### config.mk
export PLATFORM = sky130hd
export DESIGN_NAME = tape_host_command_port
export DESIGN_NICKNAME = d
export VERILOG_FILES = /design/src/verilog/tape_port_pkg.sv /design/src/verilog/tape_host_command_port.sv
export SDC_FILE = /design/constraint.sdc
export NUM_CORES = 1
export LEC_CHECK = 0
export BUFFER_PORTS_ARGS = -buffer_cell sky130_fd_sc_hd__buf_4
export CAP_MARGIN = 20
export CORE_MARGIN = 5
export CORE_UTILIZATION = 33
export CTS_BUF_LIST = sky130_fd_sc_hd__clkbuf_8
export DETAILED_ROUTE_END_ITERATION = 10
export PLACE_DENSITY = 0.62
export SETUP_SLACK_MARGIN = 0.05
export SYNTH_ARGS = -nofsm -noshare
export SYNTH_HDL_FRONTEND = slang
export SYNTH_SLANG_ARGS = --single-unit
### constraint.sdc
create_clock -name ref_clk_i -period 4.55 [get_ports ref_clk_i]
set_input_delay 0.91 -clock ref_clk_i [delete_from_list [all_inputs] [get_ports ref_clk_i]]
set_output_delay 0.91 -clock ref_clk_i [all_outputs]
set_load 0.01 [all_outputs]
### src/verilog/tape_port_pkg.sv
// Operation
// - Host reads sense byte 0, then the further bytes that it counts.
// - Each base group decodes only while its own select is low.
// - Even base 0 ports: parameter writes, drive status reads.
// - Odd base 0 ports: command writes, controller status reads.
// - Every base 1 address reads or writes a data byte.
// - All mirrored addresses of one port behave identically.
// - DMA bytes follow dma_request; acknowledge is optional.
// - Host honours dma_terminate, raised on an unrecoverable drive error.
// - No data moves before the begin command's parameter arrives.
// - Code 40 is transfer begin: one parameter, both drive types.
// - Special commands act only inside a transfer command; no status.
// - output_buffer_full sets on controller write, clears on host read.
// - input_buffer_full stays set from host write until controller take.
package tape_port_pkg;

  // Register offsets within each base group.
  localparam logic [3:0] PARAM_PORT_OFS = 4'h0;
  localparam logic [3:0] CMD_PORT_OFS   = 4'h1;
  localparam logic [3:0] DATA_PORT_OFS  = 4'h0;

  // Controller status byte layout.
  localparam int OUT_FULL_BIT = 0;
  localparam int IN_FULL_BIT  = 1;
  localparam int READY_BIT    = 7;

  // Command codes the port watches while forwarding them.
  localparam logic [7:0] CMD_WRITE_BLOCK    = 8'h02;
  localparam logic [7:0] CMD_READ_BLOCK     = 8'h04;
  localparam logic [7:0] CMD_WRITE_RAM      = 8'h15;
  localparam logic [7:0] CMD_READ_RAM       = 8'h16;
  localparam logic [7:0] transfer_begin_cmd = 8'h40;
  localparam logic [7:0] transfer_end_cmd   = 8'h80;

  // Reset values.
  localparam logic [7:0] BYTE_RESET = 8'h00;

  // Transfer sequencing, Gray coded from idle up to the end parameter state.
  typedef enum logic [2:0] {
    XF_IDLE        = 3'b000,
    XF_ARMED       = 3'b001,
    XF_BEGIN_PARAM = 3'b011,
    XF_MOVING      = 3'b010,
    XF_END_PARAM   = 3'b110
  } xfer_state_t;

endpackage

### src/verilog/tape_host_command_port.sv
`timescale 1ns/1ps
module tape_host_command_port #(
  parameter bit WIDE_HOST = 1'b0
) (
  input  wire logic       ref_clk_i,
  input  wire logic       srst_i,
  input  wire logic       base0_select_n_i,
  input  wire logic       base1_select_n_i,
  input  wire logic [3:0] addr_i,
  input  wire logic       io_read_n_i,
  input  wire logic       io_write_n_i,
  input  wire logic [7:0] data_i,
  output logic      [7:0] data_o,
  output logic            data_oe_o,
  output logic            dma_request_o,
  input  wire logic       dma_acknowledge_n_i,
  output logic            dma_terminate_o,
  output logic            completion_interrupt_o,
  output logic            in_valid_o,
  output logic      [7:0] in_byte_o,
  output logic            in_is_cmd_o,
  input  wire logic       in_take_i,
  input  wire logic       out_valid_i,
  input  wire logic [7:0] out_byte_i,
  output logic            out_ready_o,
  input  wire logic       buffer_ready_i,
  input  wire logic       hard_error_i,
  input  wire logic       rd_valid_i,
  input  wire logic [7:0] rd_data_i,
  output logic            rd_ready_o,
  output logic            wr_valid_o,
  output logic      [7:0] wr_data_o,
  input  wire logic       wr_ready_i
);

  // Selects the odd (command) port bit; a 16-bit host steps by two.
  function automatic logic port_is_odd(input logic [3:0] a);
    port_is_odd = WIDE_HOST ? a[1] : a[0];
  endfunction

  logic                      rd_n_q_ff;
  logic                      wr_n_q_ff;
  logic                      in_full_ff;
  logic                      out_full_ff;
  logic [7:0]                in_byte_ff;
  logic                      in_cmd_ff;
  logic [7:0]                out_byte_ff;
  logic                      dir_read_ff;
  logic                      term_ff;
  logic                      req_ff;
  logic [7:0]                data_ff;
  logic                      oe_ff;
  logic                      out_rdy_ff;
  logic                      rd_rdy_ff;
  logic                      wr_vld_ff;
  logic [7:0]                wr_head_ff;
  logic [7:0]                fifo_mem [2];
  logic                      wptr_ff;
  logic                      rptr_ff;
  logic [1:0]                cnt_ff;
  tape_port_pkg::xfer_state_t state_ff;
  tape_port_pkg::xfer_state_t nxt_state;

  // Access strobes fire once, on the first cycle a strobe goes low.
  wire rd_start  = !io_read_n_i && rd_n_q_ff;
  wire wr_start  = !io_write_n_i && wr_n_q_ff;
  wire sel0      = !base0_select_n_i;
  wire sel1      = !base1_select_n_i;
  wire odd_port  = port_is_odd(addr_i);
  wire wr_param  = wr_start && sel0 && !odd_port;
  wire wr_cmd    = wr_start && sel0 && odd_port;
  wire rd_drive  = rd_start && sel0 && !odd_port;
  wire rd_ctl    = rd_start && sel0 && odd_port;
  wire rd_data   = rd_start && sel1;
  wire wr_data   = wr_start && sel1;
  wire ctl_write = out_valid_i && !out_full_ff;
  wire ctl_take  = in_take_i && in_full_ff;

  // Commands are snooped as the controller takes them from the buffer.
  wire take_cmd   = ctl_take && in_cmd_ff;
  wire take_param = ctl_take && !in_cmd_ff;
  wire is_xfer_cmd = (in_byte_ff == tape_port_pkg::CMD_WRITE_BLOCK) ||
                     (in_byte_ff == tape_port_pkg::CMD_READ_BLOCK) ||
                     (in_byte_ff == tape_port_pkg::CMD_WRITE_RAM) ||
                     (in_byte_ff == tape_port_pkg::CMD_READ_RAM);
  wire is_read_cmd = (in_byte_ff == tape_port_pkg::CMD_READ_BLOCK) ||
                     (in_byte_ff == tape_port_pkg::CMD_READ_RAM);
  wire moving      = (state_ff == tape_port_pkg::XF_MOVING);
  wire xfer_on     = (state_ff != tape_port_pkg::XF_IDLE);

  // The acknowledge input is not needed; only the strobes move bytes.
  wire unused_ack  = dma_acknowledge_n_i;

  // Two-entry buffer sits between host data strobes and the tape side.
  wire fifo_full  = (cnt_ff == 2'd2);
  wire fifo_empty = (cnt_ff == 2'd0);
  wire push_host  = wr_data && moving && !dir_read_ff && !fifo_full;
  wire push_tape  = rd_valid_i && moving && dir_read_ff && !fifo_full;
  wire pop_host   = rd_data && moving && dir_read_ff && !fifo_empty;
  wire pop_tape   = wr_ready_i && moving && !dir_read_ff && !fifo_empty;
  wire push       = push_host || push_tape;
  wire pop        = pop_host || pop_tape;
  wire [7:0] push_byte = dir_read_ff ? rd_data_i : data_i;
  wire flush      = !moving;

  // Read data mux for whichever port the host is reading.
  wire [7:0] ctl_status = {buffer_ready_i, 5'h00, in_full_ff, out_full_ff};
  wire [7:0] rd_mux = rd_drive ? out_byte_ff :
                      rd_ctl   ? ctl_status :
                      (rd_data && dir_read_ff && !fifo_empty) ?
                        fifo_mem[rptr_ff] : tape_port_pkg::BYTE_RESET;

  // A request drops for the cycle after each byte so a fast host cannot
  // take two bytes on one stale request.
  wire nxt_req = moving && !term_ff && !(rd_data || wr_data) &&
                 (dir_read_ff ? (cnt_ff > 2'd1 || (!fifo_empty && !pop))
                              : (cnt_ff == 2'd0));

  // Next values of the stream outputs; registering them keeps every pin a
  // flop while showing the same buffer state in the same cycle.
  wire       nxt_out_full = ctl_write || (out_full_ff && !rd_drive);
  wire       nxt_moving   = (nxt_state == tape_port_pkg::XF_MOVING);
  wire       nxt_dir_read = (take_cmd && is_xfer_cmd && !xfer_on) ?
                            is_read_cmd : dir_read_ff;
  wire [1:0] nxt_cnt      = flush ? 2'd0 :
                            cnt_ff + {1'b0, push} - {1'b0, pop};
  wire       nxt_rptr     = flush ? 1'b0 : (rptr_ff ^ pop);
  wire [7:0] nxt_head     = (push && (wptr_ff == nxt_rptr)) ? push_byte :
                            fifo_mem[nxt_rptr];

  // Transfer sequencing; data waits for the begin command's parameter.
  always_comb begin
    nxt_state = state_ff;
    case (state_ff)
      tape_port_pkg::XF_IDLE: begin
        if (take_cmd && is_xfer_cmd) begin
          nxt_state = tape_port_pkg::XF_ARMED;
        end
      end
      tape_port_pkg::XF_ARMED: begin
        if (take_cmd &&
            in_byte_ff == tape_port_pkg::transfer_begin_cmd) begin
          nxt_state = tape_port_pkg::XF_BEGIN_PARAM;
        end
      end
      tape_port_pkg::XF_BEGIN_PARAM: begin
        if (take_param) begin
          nxt_state = tape_port_pkg::XF_MOVING;
        end
      end
      tape_port_pkg::XF_MOVING: begin
        if (take_cmd && in_byte_ff == tape_port_pkg::transfer_end_cmd) begin
          nxt_state = tape_port_pkg::XF_END_PARAM;
        end
      end
      tape_port_pkg::XF_END_PARAM: begin
        if (take_param) begin
          nxt_state = tape_port_pkg::XF_ARMED;
        end
      end
      default: begin
        nxt_state = tape_port_pkg::XF_IDLE;
      end
    endcase
    // Status from the controller or a hard error ends the transfer command.
    if (ctl_write || hard_error_i) begin
      nxt_state = tape_port_pkg::XF_IDLE;
    end
  end

  // Strobe history and transfer state.
  always_ff @(posedge ref_clk_i) begin
    if (srst_i) begin
      rd_n_q_ff <= 1'b1;
      wr_n_q_ff <= 1'b1;
      state_ff  <= tape_port_pkg::XF_IDLE;
    end else begin
      rd_n_q_ff <= io_read_n_i;
      wr_n_q_ff <= io_write_n_i;
      state_ff  <= nxt_state;
    end
  end

  // Input buffer: a host write wins over a same-cycle controller take.
  always_ff @(posedge ref_clk_i) begin
    if (srst_i) begin
      in_full_ff <= 1'b0;
      in_byte_ff <= tape_port_pkg::BYTE_RESET;
      in_cmd_ff  <= 1'b0;
    end else if (wr_param || wr_cmd) begin
      in_full_ff <= 1'b1;
      in_byte_ff <= data_i;
      in_cmd_ff  <= wr_cmd;
    end else if (ctl_take) begin
      in_full_ff <= 1'b0;
    end
  end

  // Output buffer carries sense bytes; byte 0 holds the count. The
  // controller's write wins over a same-cycle host read.
  always_ff @(posedge ref_clk_i) begin
    if (srst_i) begin
      out_full_ff <= 1'b0;
      out_byte_ff <= tape_port_pkg::BYTE_RESET;
    end else if (ctl_write) begin
      out_full_ff <= 1'b1;
      out_byte_ff <= out_byte_i;
    end else if (rd_drive) begin
      out_full_ff <= 1'b0;
    end
  end

  // Direction is latched from the data transfer command; special commands
  // outside a transfer are still consumed but change nothing.
  always_ff @(posedge ref_clk_i) begin
    if (srst_i) begin
      dir_read_ff <= 1'b0;
    end else if (take_cmd && is_xfer_cmd && !xfer_on) begin
      dir_read_ff <= is_read_cmd;
    end
  end

  // Buffer storage and pointers; leaving the moving state empties it.
  always_ff @(posedge ref_clk_i) begin
    if (srst_i || flush) begin
      wptr_ff <= 1'b0;
      rptr_ff <= 1'b0;
      cnt_ff  <= 2'd0;
    end else begin
      if (push) begin
        fifo_mem[wptr_ff] <= push_byte;
        wptr_ff           <= !wptr_ff;
      end
      if (pop) begin
        rptr_ff <= !rptr_ff;
      end
      cnt_ff <= cnt_ff + {1'b0, push} - {1'b0, pop};
    end
  end

  // Pin outputs, all registered.
  always_ff @(posedge ref_clk_i) begin
    if (srst_i) begin
      data_ff <= tape_port_pkg::BYTE_RESET;
      oe_ff   <= 1'b0;
      req_ff  <= 1'b0;
      term_ff <= 1'b0;
    end else begin
      if (rd_start) begin
        data_ff <= rd_mux;
      end
      oe_ff   <= !io_read_n_i && (sel0 || sel1);
      req_ff  <= nxt_req;
      term_ff <= hard_error_i && moving;
    end
  end

  // Stream outputs, loaded from their next values.
  always_ff @(posedge ref_clk_i) begin
    if (srst_i) begin
      out_rdy_ff <= 1'b1;
      rd_rdy_ff  <= 1'b0;
      wr_vld_ff  <= 1'b0;
      wr_head_ff <= tape_port_pkg::BYTE_RESET;
    end else begin
      out_rdy_ff <= !nxt_out_full;
      rd_rdy_ff  <= nxt_moving && nxt_dir_read && (nxt_cnt != 2'd2);
      wr_vld_ff  <= nxt_moving && !nxt_dir_read && (nxt_cnt != 2'd0);
      wr_head_ff <= nxt_head;
    end
  end

  assign data_o                 = data_ff;
  assign data_oe_o              = oe_ff;
  assign dma_request_o          = req_ff;
  assign dma_terminate_o        = term_ff;
  assign completion_interrupt_o = out_full_ff;
  assign in_valid_o             = in_full_ff;
  assign in_byte_o              = in_byte_ff;
  assign in_is_cmd_o            = in_cmd_ff;
  assign out_ready_o            = out_rdy_ff;
  assign rd_ready_o             = rd_rdy_ff;
  assign wr_valid_o             = wr_vld_ff;
  assign wr_data_o              = wr_head_ff;

endmodule // tape_host_command_port

==> results.json, run 1 <==
{
  "layout_commonest_cell": "buf_4",
  "busiest_layer": "met2",
  "finalHoldViolations": 0,
  "post-route-period-util": 0.702,
  "setup_viol": 0,
  "yosysSeqAreaShare": 0.461,
  "holdBufCountCts": 0,
  "grt_pass1_vias": 2590,
  "holdWs_ns": 0.457,
  "drt_iter0_drc": 173,
  "gp_congestion": 0.813,
  "syn_to_final_growth_pct": 23.6,
  "multi_input_area_sq_mm": 0.00166,
  "start_util": 0.337,
  "status": "finished, final reports clean",
  "yosysWarnings": 0,
  "layout_common_cells": "buf_4 (69), dfxtp_1 (52), nor2_1 (47)",
  "criticalPathCategory": "in2reg",
  "critPathArrivalTime_ns": 3.46,
  "p_per_area_mw_per_mm2": 298,
  "max-slew-margin-rel": 0.482,
  "ff_latch_area_sq_mm": 0.00152,
  "grt_first_pass_wirelength_um": 13600,
  "p_total_mw": 1.22,
  "avgSynthCellArea_sq_um": 9.78,
  "syn_inst": 337,
  "crit_fanout": 10,
  "post_dp_cell_area_sq_mm": 0.00390,
  "rsz0062_at_grt": "false",
  "antenna_found_initial": 0,
  "clk_pin_slew_ns": 0.08,
  "layout.nets": 440,
  "gr-usage-met2": 0.226,
  "grtUsageMet1": 0.199,
  "finalCriticalPeriod_ns": 3.19,
  "path_cells": "buf_4 -> nor4b_2 -> o2111a_1 -> inv_1 -> ha_1 -> inv_1 -> ha_1 -> xnor2_1 -> xnor2_1 -> or3_1 -> o31ai_1 -> nor4bb_2",
  "viasPerCell": 4.99,
  "top_level_ports": 74,
  "syn_area_sq_mm": 0.00330,
  "crit_family": "simple AND/OR/NAND/NOR gates",
  "n_antenna_cell": 0,
  "startpoint_type": "primary input",
  "grt_max_degree": 42,
  "wl_per_cell_um": 15.7,
  "port-buffer-count": 69,
  "synth-seq-cells": 68,
  "slowest_stage": "o2111a_1",
  "die_h_um": 110,
  "htreeDepth": 3,
  "core_area_sq_mm": 0.00977,
  "via_count": 2667,
  "fill_cells": 959,
  "drt_first_pass_iters": 4,
  "maxCapViolCount": 0,
  "cts_buffer_depth": 2,
  "p_leak_nw": 1.55,
  "remaining_drc_errors": 0,
  "gr-total-overflow": 0,
  "max_freq_mhz": 313,
  "max_stage_delay_ns": 0.53,
  "final-max-slew-violation-count": 0,
  "drive_above_1_share": 0.303,
  "clk_latency_ns": 0.35,
  "clock-root-buffer": "clkbuf_8",
  "stdcell_area_sq_mm": 0.00408,
  "critPathCaptureType": "flop",
  "final_util": 0.417,
  "min_path_type": "reg2reg",
  "clock_sinks": 68,
  "numCtsBuffers": 9,
  "grt.total_usage": 0.146,
  "rows": 36,
  "tritoncts": "yes",
  "critPathRequiredTime_ns": 4.82,
  "die-area_sq_mm": 0.0121,
  "syn_nets": 380,
  "cts_resized": 0,
  "grtUsageMet3": 0.0305,
  "ir_drop_uv": 150,
  "dp_hpwl_um": 6390,
  "synth.distinct_cells": 56,
  "wirelength_um": 8420,
  "dieWidth_um": 110,
  "synth_edf_count": 16,
  "max_slew.worst_pin.slew_ns": 0.776,
  "setup_tns_ns": 0,
  "path_buf_inv": 3,
  "drt.antenna.violating_nets": 0,
  "async_flop_share": 0,
  "synth_top_flop_cell": "dfxtp_1",
  "post-cts-setup-buffer-count": 0,
  "fin_skew_ns": 0.00783
}
## kinds of logic (layout without fill, tap and decap cells)
family	count (synthesis)	after routing	synth area share
buf+inv	30	95	0.0357
simple gates	128	128	0.213
mux	37	37	0.118
compound gates	68	68	0.153
flops	68	68	0.461
fa+ha+maj	2	2	0.00759
xor+xnor	4	4	0.0106
## worst min-delay path: stages, from the launching register on
cell,delay (ns)
dfxtp_1,0.31
nand2_1,0.05
a21oi_1,0.05
## registers in the layout, summed over array words and instances (netlist names), named ones only
| signal | cells |
|---|---|
| cnt_ff | 2 |
| completion_interrupt_o | 1 |
| data_o | 8 |
| data_oe_o | 1 |
| dir_read_ff | 1 |
| dma_request_o | 1 |
| dma_terminate_o | 1 |
| fifo_mem | 16 |
| in_byte_o | 8 |
| in_is_cmd_o | 1 |
| in_valid_o | 1 |
| out_byte_ff | 8 |
| out_ready_o | 1 |
| rd_n_q_ff | 1 |
| rd_ready_o | 1 |
| rptr_ff | 1 |
| state_ff | 3 |
| wptr_ff | 1 |
| wr_data_o | 8 |
| wr_n_q_ff | 1 |
| wr_valid_o | 1 |
## cells in the mapped netlist (all sizes together) (5+ instances only)
master | instances | area [sq um]
clkbuf | 13 | 48.8
dfxtp | 52 | 1040
a211oi | 5 | 37.5
mux2i | 21 | 210
mux2 | 16 | 180
a21oi | 16 | 80.1
inv | 10 | 37.5
a222oi | 5 | 50.1
nor3 | 9 | 77.6
buf | 7 | 31.3
a2bb2oi | 8 | 70.1
o22ai | 8 | 56.3
nor2 | 48 | 183
edfxtp | 16 | 480
o21ai | 10 | 50.1
nand2 | 29 | 109
nand2b | 14 | 87.6
## final cells by class
type,instances,share of cell area
Clock buffer,9,0.0304
Multi-Input combinational cell,239,0.407
Timing Repair Buffer,69,0.127
Inverter,10,0.00921
Tap cell,133,0.0408
Sequential cell,68,0.373
Clock inverter,7,0.0126
## per-layer routing
layer / vias up / wire length, um
li1: 1343 / -
met1: 1233 / 4000
met2: 80 / 3790
met3: 11 / 495
met4: 0 / 137
met5: - / 0
## final timing paths
kind                         start             end  slack, ns  cells after the start
hold reg to reg     out_byte_ff[1]  out_byte_ff[1]       0.46                      2
setup reg to reg       dir_read_ff      rd_ready_o       1.42                     11
setup / recovery  base1_select_n_i      rd_ready_o       1.36                     12
hold / removal      out_byte_ff[1]  out_byte_ff[1]       0.46                      2
## power breakdown
group	leakage, nW	switching, mW	internal (mW)	total, mW
Clock	0.0860	0.253	0.200	0.453
Sequential	0.570	0.0119	0.632	0.644
Combinational	0.896	0.0595	0.0591	0.119
Total	1.55	0.324	0.891	1.22
## stage by stage
stage,std cells,setup WS (ns)
global route,535,1.19
finish,535,1.36
CTS,535,1.36
detailed placement,519,1.03
global placement,519,1.03
floorplan,337,1.51
(Power assumes the default switching activity.)
==> run 2, diff against run 1 <==
--- a/config.mk
+++ b/config.mk
@@ -11,7 +11,7 @@
 export CORE_UTILIZATION = 33
 export CTS_BUF_LIST = sky130_fd_sc_hd__clkbuf_8
 export DETAILED_ROUTE_END_ITERATION = 10
-export PLACE_DENSITY = 0.62
+export PLACE_DENSITY = 0.64
 export SETUP_SLACK_MARGIN = 0.05
 export SYNTH_ARGS = -nofsm -noshare
 export SYNTH_HDL_FRONTEND = slang
==> constraint.sdc (replaced) <==
create_clock -name ref_clk_i -period 2.56 [get_ports ref_clk_i]
set_input_delay 0.512 -clock ref_clk_i [delete_from_list [all_inputs] [get_ports ref_clk_i]]
set_output_delay 0.512 -clock ref_clk_i [all_outputs]
set_load 0.01 [all_outputs]
==> run 2 against run 1 <==
  * Sequential share of layout area is 1.7 points lower
  * Clock skew rose by 0.0060 ns
  * Cell count up 2.6%
  * Register-to-register slack worse by 1.3 ns
  * First-iteration DRC count is 9.2% lower
  * Worst hold slack worse by 0.071 ns
  * Flip-flop and latch count stayed put
  * Clock power increased by 130%
  * Largest power group unchanged
==> results.json, run 2 (synthesis gave the netlist of run 1 again) <==
{
  "status": "finished, final reports clean",
  "crit_fanout": 6,
  "clock-root-buffer": "clkbuf_8",
  "layout.nets": 454,
  "tritoncts": "yes",
  "cts_buffer_depth": 2,
  "p_total_mw": 2.38,
  "slowest_stage": "or3_4",
  "critPathRequiredTime_ns": 2.78,
  "rows": 36,
  "die-area_sq_mm": 0.0121,
  "wl_per_cell_um": 16.7,
  "path_cells": "nor4b_4 -> o2111a_1 -> inv_1 -> ha_1 -> inv_1 -> ha_2 -> xnor2_2 -> xnor2_2 -> or3_4 -> o31ai_2 -> nor4bb_2",
  "max_freq_mhz": 417,
  "stdcell_area_sq_mm": 0.00428,
  "p_per_area_mw_per_mm2": 556,
  "gp_congestion": 0.868,
  "layout_common_cells": "buf_4 (83), dfxtp_1 (50), nor2_1 (47)",
  "drt_first_pass_iters": 5,
  "post_dp_cell_area_sq_mm": 0.00399,
  "gr-total-overflow": 0,
  "criticalPathCategory": "reg2reg",
  "layout_commonest_cell": "buf_4",
  "drive_above_1_share": 0.346,
  "drt.antenna.violating_nets": 0,
  "min_path_type": "in2reg",
  "start_util": 0.337,
  "setup_viol": 0,
  "ff2ff_path_depth": 11,
  "fin_skew_ns": 0.0138,
  "final_util": 0.438,
  "dp_hpwl_um": 6760,
  "min_path_cells": 2,
  "finalHoldViolations": 0,
  "port-buffer-count": 69,
  "startpoint_type": "flop",
  "numCtsBuffers": 9,
  "ir_drop_uv": 382,
  "max_slew.worst_pin.slew_ns": 0.703,
  "n_antenna_cell": 0,
  "clock_sinks": 68,
  "antenna_found_initial": 0,
  "p_leak_nw": 1.67,
  "fill_cells": 949,
  "finalCriticalPeriod_ns": 2.40,
  "post-route-period-util": 0.936,
  "via_count": 2806,
  "core_area_sq_mm": 0.00977,
  "largest_register_ffs": 16,
  "grt_first_pass_wirelength_um": 14700,
  "viasPerCell": 5.11,
  "max-slew-margin-rel": 0.530,
  "remaining_drc_errors": 0,
  "grt_max_degree": 40,
  "clk_latency_ns": 0.35,
  "syn_to_final_growth_pct": 29.9,
  "final-max-slew-violation-count": 0,
  "clk_pin_slew_ns": 0.08,
  "regMostFlops": "fifo_mem",
  "dieWidth_um": 110,
  "wirelength_um": 9150,
  "drt_iter0_drc": 157,
  "max_stage_delay_ns": 0.38,
  "die_h_um": 110,
  "top_level_ports": 74,
  "htreeDepth": 3,
  "rsz0062_at_grt": "true",
  "maxCapViolCount": 0,
  "critPathArrivalTime_ns": 2.62,
  "holdWs_ns": 0.386,
  "grt_pass1_vias": 2848,
  "critPathCaptureType": "flop",
  "holdBufCountCts": 0,
  "grt.total_usage": 0.159
}
[run 2: metal layers]
metal / routed length (um) / global-route usage
met1: 4090 / 0.213
met2: 4410 / 0.251
met3: 458 / 0.0276
met4: 189 / 0.0695
met5: 0 / 0
[run 2: what timing repair did]
item                                    in CTS  in global routing
pin swaps                                    0                  5
setup buffers                                0                  3
endpoints found under the hold margin        0                  0
endpoints found under the setup margin       1                  1
gates resized for setup                      1                 10
[run 2: report_power, final]
part | internal (mW) | leakage (nW) | switching (mW)
Combinational | 0.111 | 0.978 | 0.108
Sequential | 1.12 | 0.571 | 0.0231
Clock | 0.564 | 0.117 | 0.453
Total | 1.80 | 1.67 | 0.584
[run 2: critical path, delay by kind of cell (launching register included)]
kind | cells | cell delay, ns
buffers and inverters | 2 | 0.09
and+or+nand+nor | 3 | 0.74
xor gates and xnor gates | 2 | 0.30
DFF | 1 | 0.37
AOI/OAI and AO/OA | 2 | 0.33
adders and majority gates | 2 | 0.44
[run 2: per-stage QoR]
stage,setup WS (ns),instances,setup TNS (ns)
finish,0.164,549,0
global route,-0.00252,549,-0.00252
CTS,0.0822,546,0
global placement,-0.0160,530,-0.0160
floorplan,0.0513,337,0
detailed placement,-0.0810,530,-0.0810
[run 2: layout make-up]
class	count	area, sq um	share of cell area
multi-input combinational	239	1700	0.397
sequential	68	1530	0.356
timing repair buffer	83	623	0.145
tap	133	166	0.0389
clock buffer	9	124	0.0289
clock inverter	7	104	0.0242
inverter	10	37.5	0.00876
[run 2: path summary, 6_finish.rpt]
kind	to	slack [ns]	start
setup reg to reg	rd_ready_o	0.16	dir_read_ff
hold / removal	dma_terminate_o	0.39	hard_error_i
setup / recovery	rd_ready_o	0.16	dir_read_ff
hold reg to reg	out_byte_ff[4]	0.46	out_byte_ff[4]
